--- config.mk ---
export PLATFORM = sky130hd
export DESIGN_NAME = rx_ctrl_core
export DESIGN_NICKNAME = d
export VERILOG_FILES = /design/src/hdl/rx_ctrl_pkg.sv /design/src/hdl/rx_tick_gen.sv /design/src/hdl/rx_ctrl_core.sv
export SDC_FILE = /design/constraint.sdc
export NUM_CORES = 1
export LEC_CHECK = 0
export ABC_AREA = 1
export BUFFER_PORTS_ARGS = -buffer_cell sky130_fd_sc_hd__buf_4
export CORE_UTILIZATION = 38
export DETAILED_ROUTE_END_ITERATION = 16
export HOLD_SLACK_MARGIN = 0.02
export SKIP_CTS_REPAIR_TIMING = 1
export SLEW_MARGIN = 25
export SYNTH_ARGS = -nofsm -noshare
export SYNTH_HDL_FRONTEND = slang
export SYNTH_SLANG_ARGS = --single-unit
export TNS_END_PERCENT = 30
--- constraint.sdc ---
create_clock -name i_clk -period 2.9 [get_ports i_clk]
set_clock_uncertainty 0.2 [all_clocks]
set_input_delay 0.435 -clock i_clk [delete_from_list [all_inputs] [get_ports i_clk]]
set_output_delay 0.435 -clock i_clk [all_outputs]
set_load 0.01 [all_outputs]
--- src/hdl/rx_ctrl_pkg.sv ---
// Purpose: shared constants and types of the receiver control core
// Assumes: i_clk is the crystal oscillator clock
// Notes:   register offsets are byte addresses on a 32-bit APB
package rx_ctrl_pkg;
  // ***************************************************************
  // timing
  // ***************************************************************
  localparam int DIV_MODE_LO   = 10;
  localparam int DIV_MODE_HI   = 14;
  localparam int EXT_PER0      = 8;
  localparam int EXT_PER1      = 4;
  localparam int EXT_PER2      = 2;
  localparam int EXT_PER3      = 1;
  // start-up length in half base ticks: 896.5, 512.5, 512.5, 320.5 ticks
  localparam int STARTUP_HALF0 = 1793;
  localparam int STARTUP_HALF1 = 1025;
  localparam int STARTUP_HALF2 = 1025;
  localparam int STARTUP_HALF3 = 641;
  localparam int GAP_EXT       = 10;

  // ***************************************************************
  // registers
  // ***************************************************************
  localparam logic [11:0] ADDR_CTRL      = 12'h000;
  localparam logic [11:0] ADDR_STATUS    = 12'h004;
  localparam logic [31:0] CTRL_RST       = 32'h00000000;
  localparam int          CTRL_BAND3_BIT = 0;
  localparam int          STAT_STATE_LSB = 0;
  localparam int          STAT_BAND_LSB  = 4;
  localparam int          STAT_DATA_BIT  = 8;

  typedef enum logic [1:0] {ST_SLEEP, ST_STARTUP, ST_WAIT_FALL, ST_RECEIVE} rx_state_t;
endpackage

--- src/hdl/rx_tick_gen.sv ---
// Purpose: base, half and extended tick pulses from the oscillator clock
// Assumes: mode and band inputs synchronous to i_clk
// Notes:   pulses are one clock wide while i_ce stays high; i_ce low holds them
`timescale 1ns/100ps
module rx_tick_gen (
  input  wire logic       i_clk,
  input  wire logic       i_reset,
  input  wire logic       i_ce,
  input  wire logic       i_mode,
  input  wire logic [1:0] i_rate_band,
  output logic            o_base_tick,
  output logic            o_half_tick,
  output logic            o_ext_tick
);
  import rx_ctrl_pkg::*;

  logic [3:0] div_cnt_reg;
  logic [2:0] ext_cnt_reg;
  logic       base_tick_reg;
  logic       half_tick_reg;
  logic       ext_tick_reg;

  wire  [3:0] div_w    = i_mode ? 4'(DIV_MODE_HI) : 4'(DIV_MODE_LO);
  wire        div_end  = (div_cnt_reg >= div_w - 4'h1);
  wire        div_mid  = (div_cnt_reg == (div_w >> 1) - 4'h1);
  wire  [2:0] ext_per  = (i_rate_band == 2'h0) ? 3'(EXT_PER0 - 1) :
                         (i_rate_band == 2'h1) ? 3'(EXT_PER1 - 1) :
                         (i_rate_band == 2'h2) ? 3'(EXT_PER2 - 1) : 3'(EXT_PER3 - 1);
  wire        ext_end  = (ext_cnt_reg >= ext_per);

  always_ff @(posedge i_clk) begin
    if (i_reset) begin
      div_cnt_reg   <= 4'h0;
      ext_cnt_reg   <= 3'h0;
      base_tick_reg <= 1'b0;
      half_tick_reg <= 1'b0;
      ext_tick_reg  <= 1'b0;
    end else if (i_ce) begin
      div_cnt_reg   <= div_end ? 4'h0 : div_cnt_reg + 4'h1;
      base_tick_reg <= div_end;
      half_tick_reg <= div_end | div_mid;
      ext_tick_reg  <= div_end & ext_end;
      if (div_end) begin
        ext_cnt_reg <= ext_end ? 3'h0 : ext_cnt_reg + 3'h1;
      end
    end
  end

  assign o_base_tick = base_tick_reg;
  assign o_half_tick = half_tick_reg;
  assign o_ext_tick  = ext_tick_reg;

  // ***************************************************************
  // checks
  // ***************************************************************
  a_ext_on_base: assert property (@(posedge i_clk) disable iff (i_reset)
    ext_tick_reg |-> base_tick_reg) else $error("extended tick without base tick");
  a_base_spacing: assert property (@(posedge i_clk) disable iff (i_reset)
    (base_tick_reg && i_ce && !i_mode) ##1 (i_ce && !i_mode) [*8] |-> !base_tick_reg)
    else $error("base tick period too short");
endmodule

--- src/hdl/rx_ctrl_core.sv ---
// Purpose: sleep/start-up/receive sequencing and data re-timing of the receiver
// Assumes: all pin inputs synchronous to i_clk; APB slave for control and status
// Notes:   i_ce low freezes everything including the bus slave
//
// Decided for this implementation: the APB slave port and the register addresses.
`timescale 1ns/100ps
// Summary of operation
// base tick is oscillator clock divided by 10, or 14 with mode high
// extended tick is 8, 4, 2 or 1 base ticks for bands 0 to 3
// enable low keeps the receiver asleep
// asleep: processing disabled, data output held low, input ignored
// enable high starts the start-up period with processing active
// start-up length follows the selected rate band
// after start-up the receiver enters receiving mode by itself
// in receiving mode the data output follows the demodulator signal
// output passing starts at the first falling demodulator edge
// receiving lasts until enable falls, then back to sleep
// demodulator sampled on extended tick; output changes only on it
// output edge spacing is a whole number of extended ticks
// output edges never closer than the minimum gap; spikes dropped
// band pins high,low: 00 band 0, 01 band 1, 10 band 2
// start-up is 896.5, 512.5, 512.5, 320.5 base ticks, half-tick counted
// minimum output edge gap is ten extended ticks
module rx_ctrl_core #(
  parameter int GAP_EXT_P = rx_ctrl_pkg::GAP_EXT
) (
  input  wire logic        i_clk,
  input  wire logic        i_reset,
  input  wire logic        i_ce,
  input  wire logic        i_enable,
  input  wire logic        i_mode,
  input  wire logic        i_band_sel_lo,
  input  wire logic        i_band_sel_hi,
  input  wire logic        i_demod,
  input  wire logic        i_psel,
  input  wire logic        i_penable,
  input  wire logic        i_pwrite,
  input  wire logic [11:0] i_paddr,
  input  wire logic [31:0] i_pwdata,
  output logic             o_data,
  output logic             o_rx_active,
  output logic             o_pready,
  output logic [31:0]      o_prdata,
  output logic             o_pslverr
);
  import rx_ctrl_pkg::*;

  // the gap counter is 8 bits wide; larger gaps cannot be counted
  if (GAP_EXT_P < 1 || GAP_EXT_P > 255) begin : g_gap_check
    $error("GAP_EXT_P must lie in 1..255");
  end

  // ***************************************************************
  // state
  // ***************************************************************
  rx_state_t   state_reg;
  rx_state_t   state_next;
  logic [1:0]  rate_band_reg;
  logic [10:0] su_cnt_reg;
  logic [7:0]  gap_cnt_reg;
  logic        samp_reg;
  logic        data_reg;
  logic        active_reg;
  logic [31:0] ctrl_reg;
  logic        pready_reg;
  logic [31:0] prdata_reg;
  logic        pslverr_reg;
  logic        base_tick;
  logic        half_tick;
  logic        ext_tick;

  rx_tick_gen u_ticks (
    .i_clk       (i_clk),
    .i_reset     (i_reset),
    .i_ce        (i_ce),
    .i_mode      (i_mode),
    .i_rate_band (rate_band_reg),
    .o_base_tick (base_tick),
    .o_half_tick (half_tick),
    .o_ext_tick  (ext_tick)
  );

  // ***************************************************************
  // band decode and timing selection
  // ***************************************************************
  // pins cannot reach band 3; software reaches it through the control bit
  wire        band3_sel  = ctrl_reg[CTRL_BAND3_BIT];
  wire  [1:0] band_pins  = {i_band_sel_hi, i_band_sel_hi ? 1'b0 : i_band_sel_lo};
  wire  [1:0] band_next  = band3_sel ? 2'h3 : band_pins;
  wire [10:0] su_limit   = (rate_band_reg == 2'h0) ? 11'(STARTUP_HALF0 - 1) :
                           (rate_band_reg == 2'h1) ? 11'(STARTUP_HALF1 - 1) :
                           (rate_band_reg == 2'h2) ? 11'(STARTUP_HALF2 - 1) : 11'(STARTUP_HALF3 - 1);
  wire        su_done    = half_tick && (su_cnt_reg >= su_limit);
  // saturating gap count: a quiet line never wraps into an early edge
  wire  [7:0] gap_full_v = 8'(GAP_EXT_P - 1);
  wire        gap_full   = (gap_cnt_reg >= gap_full_v);
  wire        fall_seen  = ext_tick && samp_reg && !i_demod;
  wire        data_move  = ext_tick && gap_full && (i_demod != data_reg);

  always_comb begin
    state_next = state_reg;
    case (state_reg)
      ST_SLEEP:     state_next = i_enable ? ST_STARTUP : ST_SLEEP;
      ST_STARTUP:   state_next = su_done ? ST_WAIT_FALL : ST_STARTUP;
      ST_WAIT_FALL: state_next = fall_seen ? ST_RECEIVE : ST_WAIT_FALL;
      ST_RECEIVE:   state_next = ST_RECEIVE;
      default:      state_next = ST_SLEEP;
    endcase
    if (!i_enable) begin
      state_next = ST_SLEEP;
    end
  end

  // ***************************************************************
  // sequencer and output re-timing
  // ***************************************************************
  always_ff @(posedge i_clk) begin
    if (i_reset) begin
      state_reg     <= ST_SLEEP;
      rate_band_reg <= 2'h0;
      su_cnt_reg    <= 11'h000;
      gap_cnt_reg   <= 8'h00;
      samp_reg      <= 1'b0;
      data_reg      <= 1'b0;
      active_reg    <= 1'b0;
    end else if (i_ce) begin
      state_reg     <= state_next;
      rate_band_reg <= band_next;
      active_reg    <= (state_next != ST_SLEEP);
      if (state_reg == ST_STARTUP && half_tick) begin
        su_cnt_reg <= su_cnt_reg + 11'h001;
      end else if (state_reg != ST_STARTUP) begin
        su_cnt_reg <= 11'h000;
      end
      if (state_next == ST_SLEEP || state_next == ST_STARTUP) begin
        samp_reg    <= 1'b0;
        data_reg    <= 1'b0;
        gap_cnt_reg <= 8'h00;
      end else if (ext_tick) begin
        samp_reg <= i_demod;
        // entry cycles keep data low and the gap fresh, even for a one-tick gap
        if (state_reg != ST_RECEIVE) begin
          data_reg    <= 1'b0;
          gap_cnt_reg <= 8'h00;
        end else if (data_move) begin
          data_reg    <= i_demod;
          gap_cnt_reg <= 8'h00;
        end else if (!gap_full) begin
          gap_cnt_reg <= gap_cnt_reg + 8'h01;
        end
      end
    end
  end

  // ***************************************************************
  // apb slave
  // ***************************************************************
  wire        hit_ctrl   = (i_paddr == ADDR_CTRL);
  wire        hit_status = (i_paddr == ADDR_STATUS);
  wire        apb_access = i_psel && i_penable && !pready_reg;
  wire        apb_write  = i_psel && i_penable && pready_reg && i_pwrite;
  wire [31:0] status_w   = {23'h000000, data_reg, 2'h0, rate_band_reg, 2'h0, state_reg};
  // unmapped reads give zero; pslverr tells the host why
  wire [31:0] rd_data    = hit_ctrl ? ctrl_reg : (hit_status ? status_w : 32'h00000000);

  // one wait state: pready rises in the second access cycle
  always_ff @(posedge i_clk) begin
    if (i_reset) begin
      ctrl_reg    <= CTRL_RST;
      pready_reg  <= 1'b0;
      prdata_reg  <= 32'h00000000;
      pslverr_reg <= 1'b0;
    end else if (i_ce) begin
      pready_reg  <= apb_access;
      pslverr_reg <= apb_access && !(hit_ctrl || hit_status);
      prdata_reg  <= (apb_access && !i_pwrite) ? rd_data : 32'h00000000;
      if (apb_write && hit_ctrl) begin
        ctrl_reg <= {31'h00000000, i_pwdata[CTRL_BAND3_BIT]};
      end
    end
  end

  assign o_data      = data_reg;
  assign o_rx_active = active_reg;
  assign o_pready    = pready_reg;
  assign o_prdata    = prdata_reg;
  assign o_pslverr   = pslverr_reg;

  // ***************************************************************
  // checks
  // ***************************************************************
  a_sleep_quiet: assert property (@(posedge i_clk) disable iff (i_reset)
    (state_reg == ST_SLEEP) |-> (!data_reg && !active_reg)) else $error("activity while asleep");
  a_enable_low_sleep: assert property (@(posedge i_clk) disable iff (i_reset)
    (i_ce && !i_enable) |=> (state_reg == ST_SLEEP)) else $error("enable low did not force sleep");
  a_wake_startup: assert property (@(posedge i_clk) disable iff (i_reset)
    (i_ce && i_enable && state_reg == ST_SLEEP) |=> (state_reg == ST_STARTUP && active_reg))
    else $error("enable high did not start up");
  a_startup_length: assert property (@(posedge i_clk) disable iff (i_reset)
    (state_reg == ST_STARTUP && $past(state_reg) == ST_STARTUP && state_next == ST_WAIT_FALL && i_ce)
    |-> (su_cnt_reg == su_limit)) else $error("start-up length wrong");
  a_band_decode: assert property (@(posedge i_clk) disable iff (i_reset)
    (i_ce && !band3_sel && !i_band_sel_hi) |=> (rate_band_reg == {1'b0, $past(i_band_sel_lo)}))
    else $error("band decode wrong");
  a_wait_low: assert property (@(posedge i_clk) disable iff (i_reset)
    (state_reg == ST_WAIT_FALL) |-> !data_reg) else $error("data passed before falling edge");
  a_edge_on_tick: assert property (@(posedge i_clk) disable iff (i_reset)
    (state_reg == ST_RECEIVE && $past(state_reg) == ST_RECEIVE && $changed(data_reg))
    |-> $past(ext_tick)) else $error("output edge off the extended tick");
  a_min_gap: assert property (@(posedge i_clk) disable iff (i_reset)
    (state_reg == ST_RECEIVE && $past(state_reg) == ST_RECEIVE && $changed(data_reg))
    |-> ($past(gap_cnt_reg) == gap_full_v && gap_cnt_reg == 8'h00)) else $error("output edges too close");
  a_follow_demod: assert property (@(posedge i_clk) disable iff (i_reset)
    (state_reg == ST_RECEIVE && state_next == ST_RECEIVE && data_move && i_ce)
    |=> (data_reg == $past(i_demod))) else $error("output did not follow demodulator");

  // ***************************************************************
  // sequencer checks
  // ***************************************************************
  // every way out of sleep passes through the wake pin
  // and every way into receiving passes through start-up and a falling edge
  a_wake_needs_enable: assert property (@(posedge i_clk) disable iff (i_reset)
    (state_reg != ST_SLEEP && $past(state_reg) == ST_SLEEP)
    |-> $past(i_enable))
    else $error("left sleep without the wake pin");
  a_wait_from_startup: assert property (@(posedge i_clk) disable iff (i_reset)
    (state_reg == ST_WAIT_FALL && $past(state_reg) != ST_WAIT_FALL)
    |-> ($past(state_reg) == ST_STARTUP && $past(su_done)))
    else $error("waiting for an edge without a finished start-up");
  a_wait_holds: assert property (@(posedge i_clk) disable iff (i_reset)
    (i_ce && i_enable && state_reg == ST_WAIT_FALL && !fall_seen)
    |=> (state_reg == ST_WAIT_FALL))
    else $error("left edge wait without a falling edge");
  a_receive_from_fall: assert property (@(posedge i_clk) disable iff (i_reset)
    (state_reg == ST_RECEIVE && $past(state_reg) == ST_WAIT_FALL)
    |-> ($past(fall_seen) && !data_reg))
    else $error("receiving began without a falling edge");
  a_receive_holds: assert property (@(posedge i_clk) disable iff (i_reset)
    (i_ce && i_enable && state_reg == ST_RECEIVE)
    |=> (state_reg == ST_RECEIVE))
    else $error("receiving ended with the wake pin high");
  a_active_match: assert property (@(posedge i_clk) disable iff (i_reset)
    (state_reg != ST_SLEEP)
    |-> active_reg)
    else $error("active flag low while awake");
  a_sleep_ignores: assert property (@(posedge i_clk) disable iff (i_reset)
    (i_ce && state_reg == ST_SLEEP)
    |=> (!samp_reg && gap_cnt_reg == 8'h00))
    else $error("demodulator sampled while asleep");

  // ***************************************************************
  // start-up counter checks
  // ***************************************************************
  // the counter moves on half ticks only, so its end point is exact
  a_su_count_clear: assert property (@(posedge i_clk) disable iff (i_reset)
    (i_ce && state_reg != ST_STARTUP)
    |=> (su_cnt_reg == 11'h000))
    else $error("start-up count left over");
  a_su_half_only: assert property (@(posedge i_clk) disable iff (i_reset)
    (i_ce && !half_tick && state_reg == ST_STARTUP)
    |=> $stable(su_cnt_reg))
    else $error("start-up count moved off a half tick");
  a_half_on_base: assert property (@(posedge i_clk) disable iff (i_reset)
    base_tick
    |-> half_tick)
    else $error("base tick without half tick");
  a_startup_quiet: assert property (@(posedge i_clk) disable iff (i_reset)
    (state_reg == ST_STARTUP)
    |-> (!data_reg && !samp_reg && gap_cnt_reg == 8'h00))
    else $error("data path busy during start-up");

  // ***************************************************************
  // output re-timing checks
  // ***************************************************************
  // a frozen clock enable must not shift the edge spacing off the tick grid
  a_gap_bounded: assert property (@(posedge i_clk) disable iff (i_reset)
    1'b1
    |-> (gap_cnt_reg <= gap_full_v))
    else $error("gap counter beyond its limit");
  a_ext_sampled: assert property (@(posedge i_clk) disable iff (i_reset)
    (i_ce && ext_tick && state_reg == ST_RECEIVE && state_next == ST_RECEIVE)
    |=> (samp_reg == $past(i_demod)))
    else $error("demodulator not sampled on the extended tick");
  a_still_off_tick: assert property (@(posedge i_clk) disable iff (i_reset)
    (state_reg == ST_RECEIVE && i_enable && !(i_ce && ext_tick))
    |=> $stable(data_reg))
    else $error("output moved between extended ticks");
  a_ce_freeze: assert property (@(posedge i_clk) disable iff (i_reset)
    !i_ce
    |=> ($stable(state_reg) && $stable(data_reg) && $stable(su_cnt_reg) && $stable(gap_cnt_reg)))
    else $error("state moved with clock enable low");

  // ***************************************************************
  // band select checks
  // ***************************************************************
  // band 3 exists only through the control bit
  a_band_three: assert property (@(posedge i_clk) disable iff (i_reset)
    (i_ce && band3_sel)
    |=> (rate_band_reg == 2'h3))
    else $error("forced band 3 not applied");
  a_band_hi_pins: assert property (@(posedge i_clk) disable iff (i_reset)
    (i_ce && !band3_sel && i_band_sel_hi)
    |=> (rate_band_reg == 2'h2))
    else $error("high band pin did not give band 2");
endmodule

==> results.toml <==
[cells_and_area]
stdcell_count = 478
multiInputGateArea_sq_mm = 0.001455
seq_area_sq_um = 860.8
final_core_util = 0.4508
final_area_sq_mm = 0.002928
drive_gt1_frac = 0.1421
fill_cells = 677
n_antenna_cell = 0
nNetsFinal = 476
syn2layout_area_growth_pct = 11.43
largest_reg_flops = 11

[setup_path]
cp-end-kind = "flop"
critPathMaxStageDelay_ps = 450
critPathRequiredTime_ps = 2940
cp_max_fo = 10
cp_common_cell = "nand2_1"
path_cells = "inv_1 > ha_1 > ha_1 > nand2_1 > inv_1 > a21oi_1 > nand2_1 > nand2_1 > nand2_2 > nand3_2 > nand3_2 > nand2_1 > nand2_1 > nor2_1"
critPathLaunchType = "flop"
rr_worst_depth = 14
worstSetupPathType = "flop to flop"
crit_arrival_ps = 2520
cp_slowest_cell = "dfxtp_1"

[die]
rows = 29
start_util = 0.4045
die_area_sq_mm = 0.007251
fp.dieW_microns = 85.16
die_h_microns = 85.16
io_pins = 91
core-area_sq_mm = 0.006495

[timing]
worstMarginPinSlew_ps = 561.4
rsz0062_at_grt = "no"
hold_violations = 0
finalCritPeriodShare = 0.8552
fin_setup_tns_ps = 0
setup_viol_count_final = 0
fmax_mhz = 403.2
final.min_clock_period_ps = 2480
slew_headroom = 0.6228
maxSlewViolCount = 0

[route]
wl_mm = 5.228
viasPerCell = 4.755
drt-initial-drc-count = 73
detail-route-antenna-nets = 0
drt_first_pass_iters = 6
dr_total_vias = 2273
wire_per_inst_microns = 10.94
drcViolationCount = 0

[synth]
yosysTopAreaCellShare = 0.3276
yosysMostFrequentCell = "nand2_1"
avgSynthCellArea_sq_um = 7.140
synth_cells = 368
synth-edff-count = 0
netlist_area_sq_mm = 0.002628
ys_top_cells_by_area = "dfxtp_1 33%, ha_1 10%, nand2_1 9.4%"
synthArstFlopShare = 0
yosys.area.top_type = "dfxtp_1"
synth_common_cells = "66 x nand2_1, 44 x inv_1, 43 x dfxtp_1, 43 x nor2_1, 32 x a21oi_1"
ys.warnings.count = 0
synth_cell_type_count = 36
yosysSeqAreaShare = 0.3276
ys.flop_type = "dfxtp_1"
synth-seq-cells = 43

[min_path]
hold_class = "primary input to flop"
holdPathStages = 3

[global_route]
grt_antenna_before_repair = 0
grt_usage = 0.1567
grt_max_degree = 23
overflow = 0
grt_pass1_wl_mm = 9.301
grt_pass1_vias = 2126

[clocking]
clk_latency_ps = 300
cts.sinks = 43
clockRootBuffer = "clkbuf_8"
cts_tree = "yes"
cts_buffers = 5
htree_levels = 2
cts_max_path_buffers = 2
clk_pin_slew_worst_paths_ps = 90

[power_and_ir_drop]
irDropWorstVdd_v = 0.0002055
pwr_density_cell_mw_per_mm2 = 392.3
p_leak_nw = 1.299

[placed_design]
dp_hpwl_mm = 4.009
dp.cells = 470
gp_congestion = 0.7824
portBuffers = 32
dpl_cell_area_sq_mm = 0.002835

[run]
cap_violations = 0

[run_status]
run_status = "complete, no violations"
## per-stage QoR
stage          hold WS [ps]  total power (W)  worst slack, ps
6_report              217.0         0.001148            420.0
5_1_grt               222.7         0.001212            129.9
4_1_cts               207.5         0.001164            386.1
3_5_place_dp          230.6        0.0007646            426.4
3_3_place_gp          227.3        0.0007616            494.3
2_1_floorplan         219.0        0.0007393            752.8
## area by class of cell
class                           instances  share of cell area
Clock buffer                            5             0.02350
Clock inverter                          3            0.008120
Inverter                               48             0.06239
Multi-Input combinational cell        270              0.4970
Sequential cell                        43              0.2940
Tap cell                               77             0.03291
Timing Repair Buffer                   32             0.08205
## critical path: cells and delay by family (launching register included)
kind | cells | cell delay [ps]
compound gates | 1 | 140
fa+ha+maj | 2 | 590
buf+inv | 2 | 110
flops | 1 | 450
simple gates | 9 | 920
## cells by family (layout without fill, tap and decap cells)
| kind of cell | after synthesis | count (layout) | share of synthesized area |
|---|---|---|---|
| xor gates and xnor gates | 4 | 4 | 0.01334 |
| adders and majority gates | 21 | 21 | 0.1000 |
| buffers and inverters | 81 | 88 | 0.1557 |
| and+or+nand+nor | 160 | 160 | 0.2805 |
| DFF | 43 | 43 | 0.3276 |
| other | 1 | 27 | 0.001427 |
| AOI/OAI and AO/OA | 58 | 58 | 0.1214 |
## metal layers
| metal | GRT usage | wire, microns | vias to the layer above |
|---|---|---|---|
| li1 | - | - | 1211 |
| met1 | 0.1970 | 2552 | 1006 |
| met2 | 0.2647 | 2382 | 54 |
| met3 | 0.04183 | 260 | 2 |
| met4 | 0.04314 | 31 | 0 |
| met5 | 0 | 0 | - |
## final timing paths
path | from | to | slack [ps]
hold / removal | i_band_sel_lo | rate_band_reg[0] | 220
setup / recovery | rate_band_reg[0] | gap_cnt_reg[3] | 420
hold reg to reg | gap_cnt_reg[6] | gap_cnt_reg[6] | 240
setup reg to reg | rate_band_reg[0] | gap_cnt_reg[3] | 420
## layout by cell type, fill, tap and decap left out
cell        Yosys  layout
a211oi_1        2       2
a21oi_1        32      32
a21oi_2         1       1
a221oi_1        1       1
a31o_2          1       1
a31oi_1         2       2
and2_1          1       1
and3_1          1       1
buf_4          27      32
clkbuf_8        0       5
clkinvlp_4      0       2
conb_1          1      27
dfxtp_1        43      43
ha_1           21      21
inv_1          44      44
inv_2           3       3
inv_4           1       1
inv_6           0       1
nand2_1        66      66
nand2_2         5       5
nand2_4         1       1
nand3_1        14      14
nand3_2         2       2
nand3b_1        1       1
nand4_1        11      11
nor2_1         43      43
nor2_4          2       2
nor3_1          6       6
nor3_4          1       1
nor4_1          6       6
o211a_1         1       1
o211ai_1        1       1
o21ai_0        16      16
o21bai_1        1       1
xnor2_1         2       2
xor2_1          2       2
## power breakdown
| group | total (W) | leakage [nW] | internal (W) | switching, W |
|---|---|---|---|---|
| sequential | 0.000615 | 0.349 | 0.000602 | 0.0000128 |
| clock | 0.000399 | 0.0408 | 0.000172 | 0.000226 |
| combinational | 0.000135 | 0.909 | 0.0000517 | 0.0000838 |
Power figures use the tool's default switching activity.
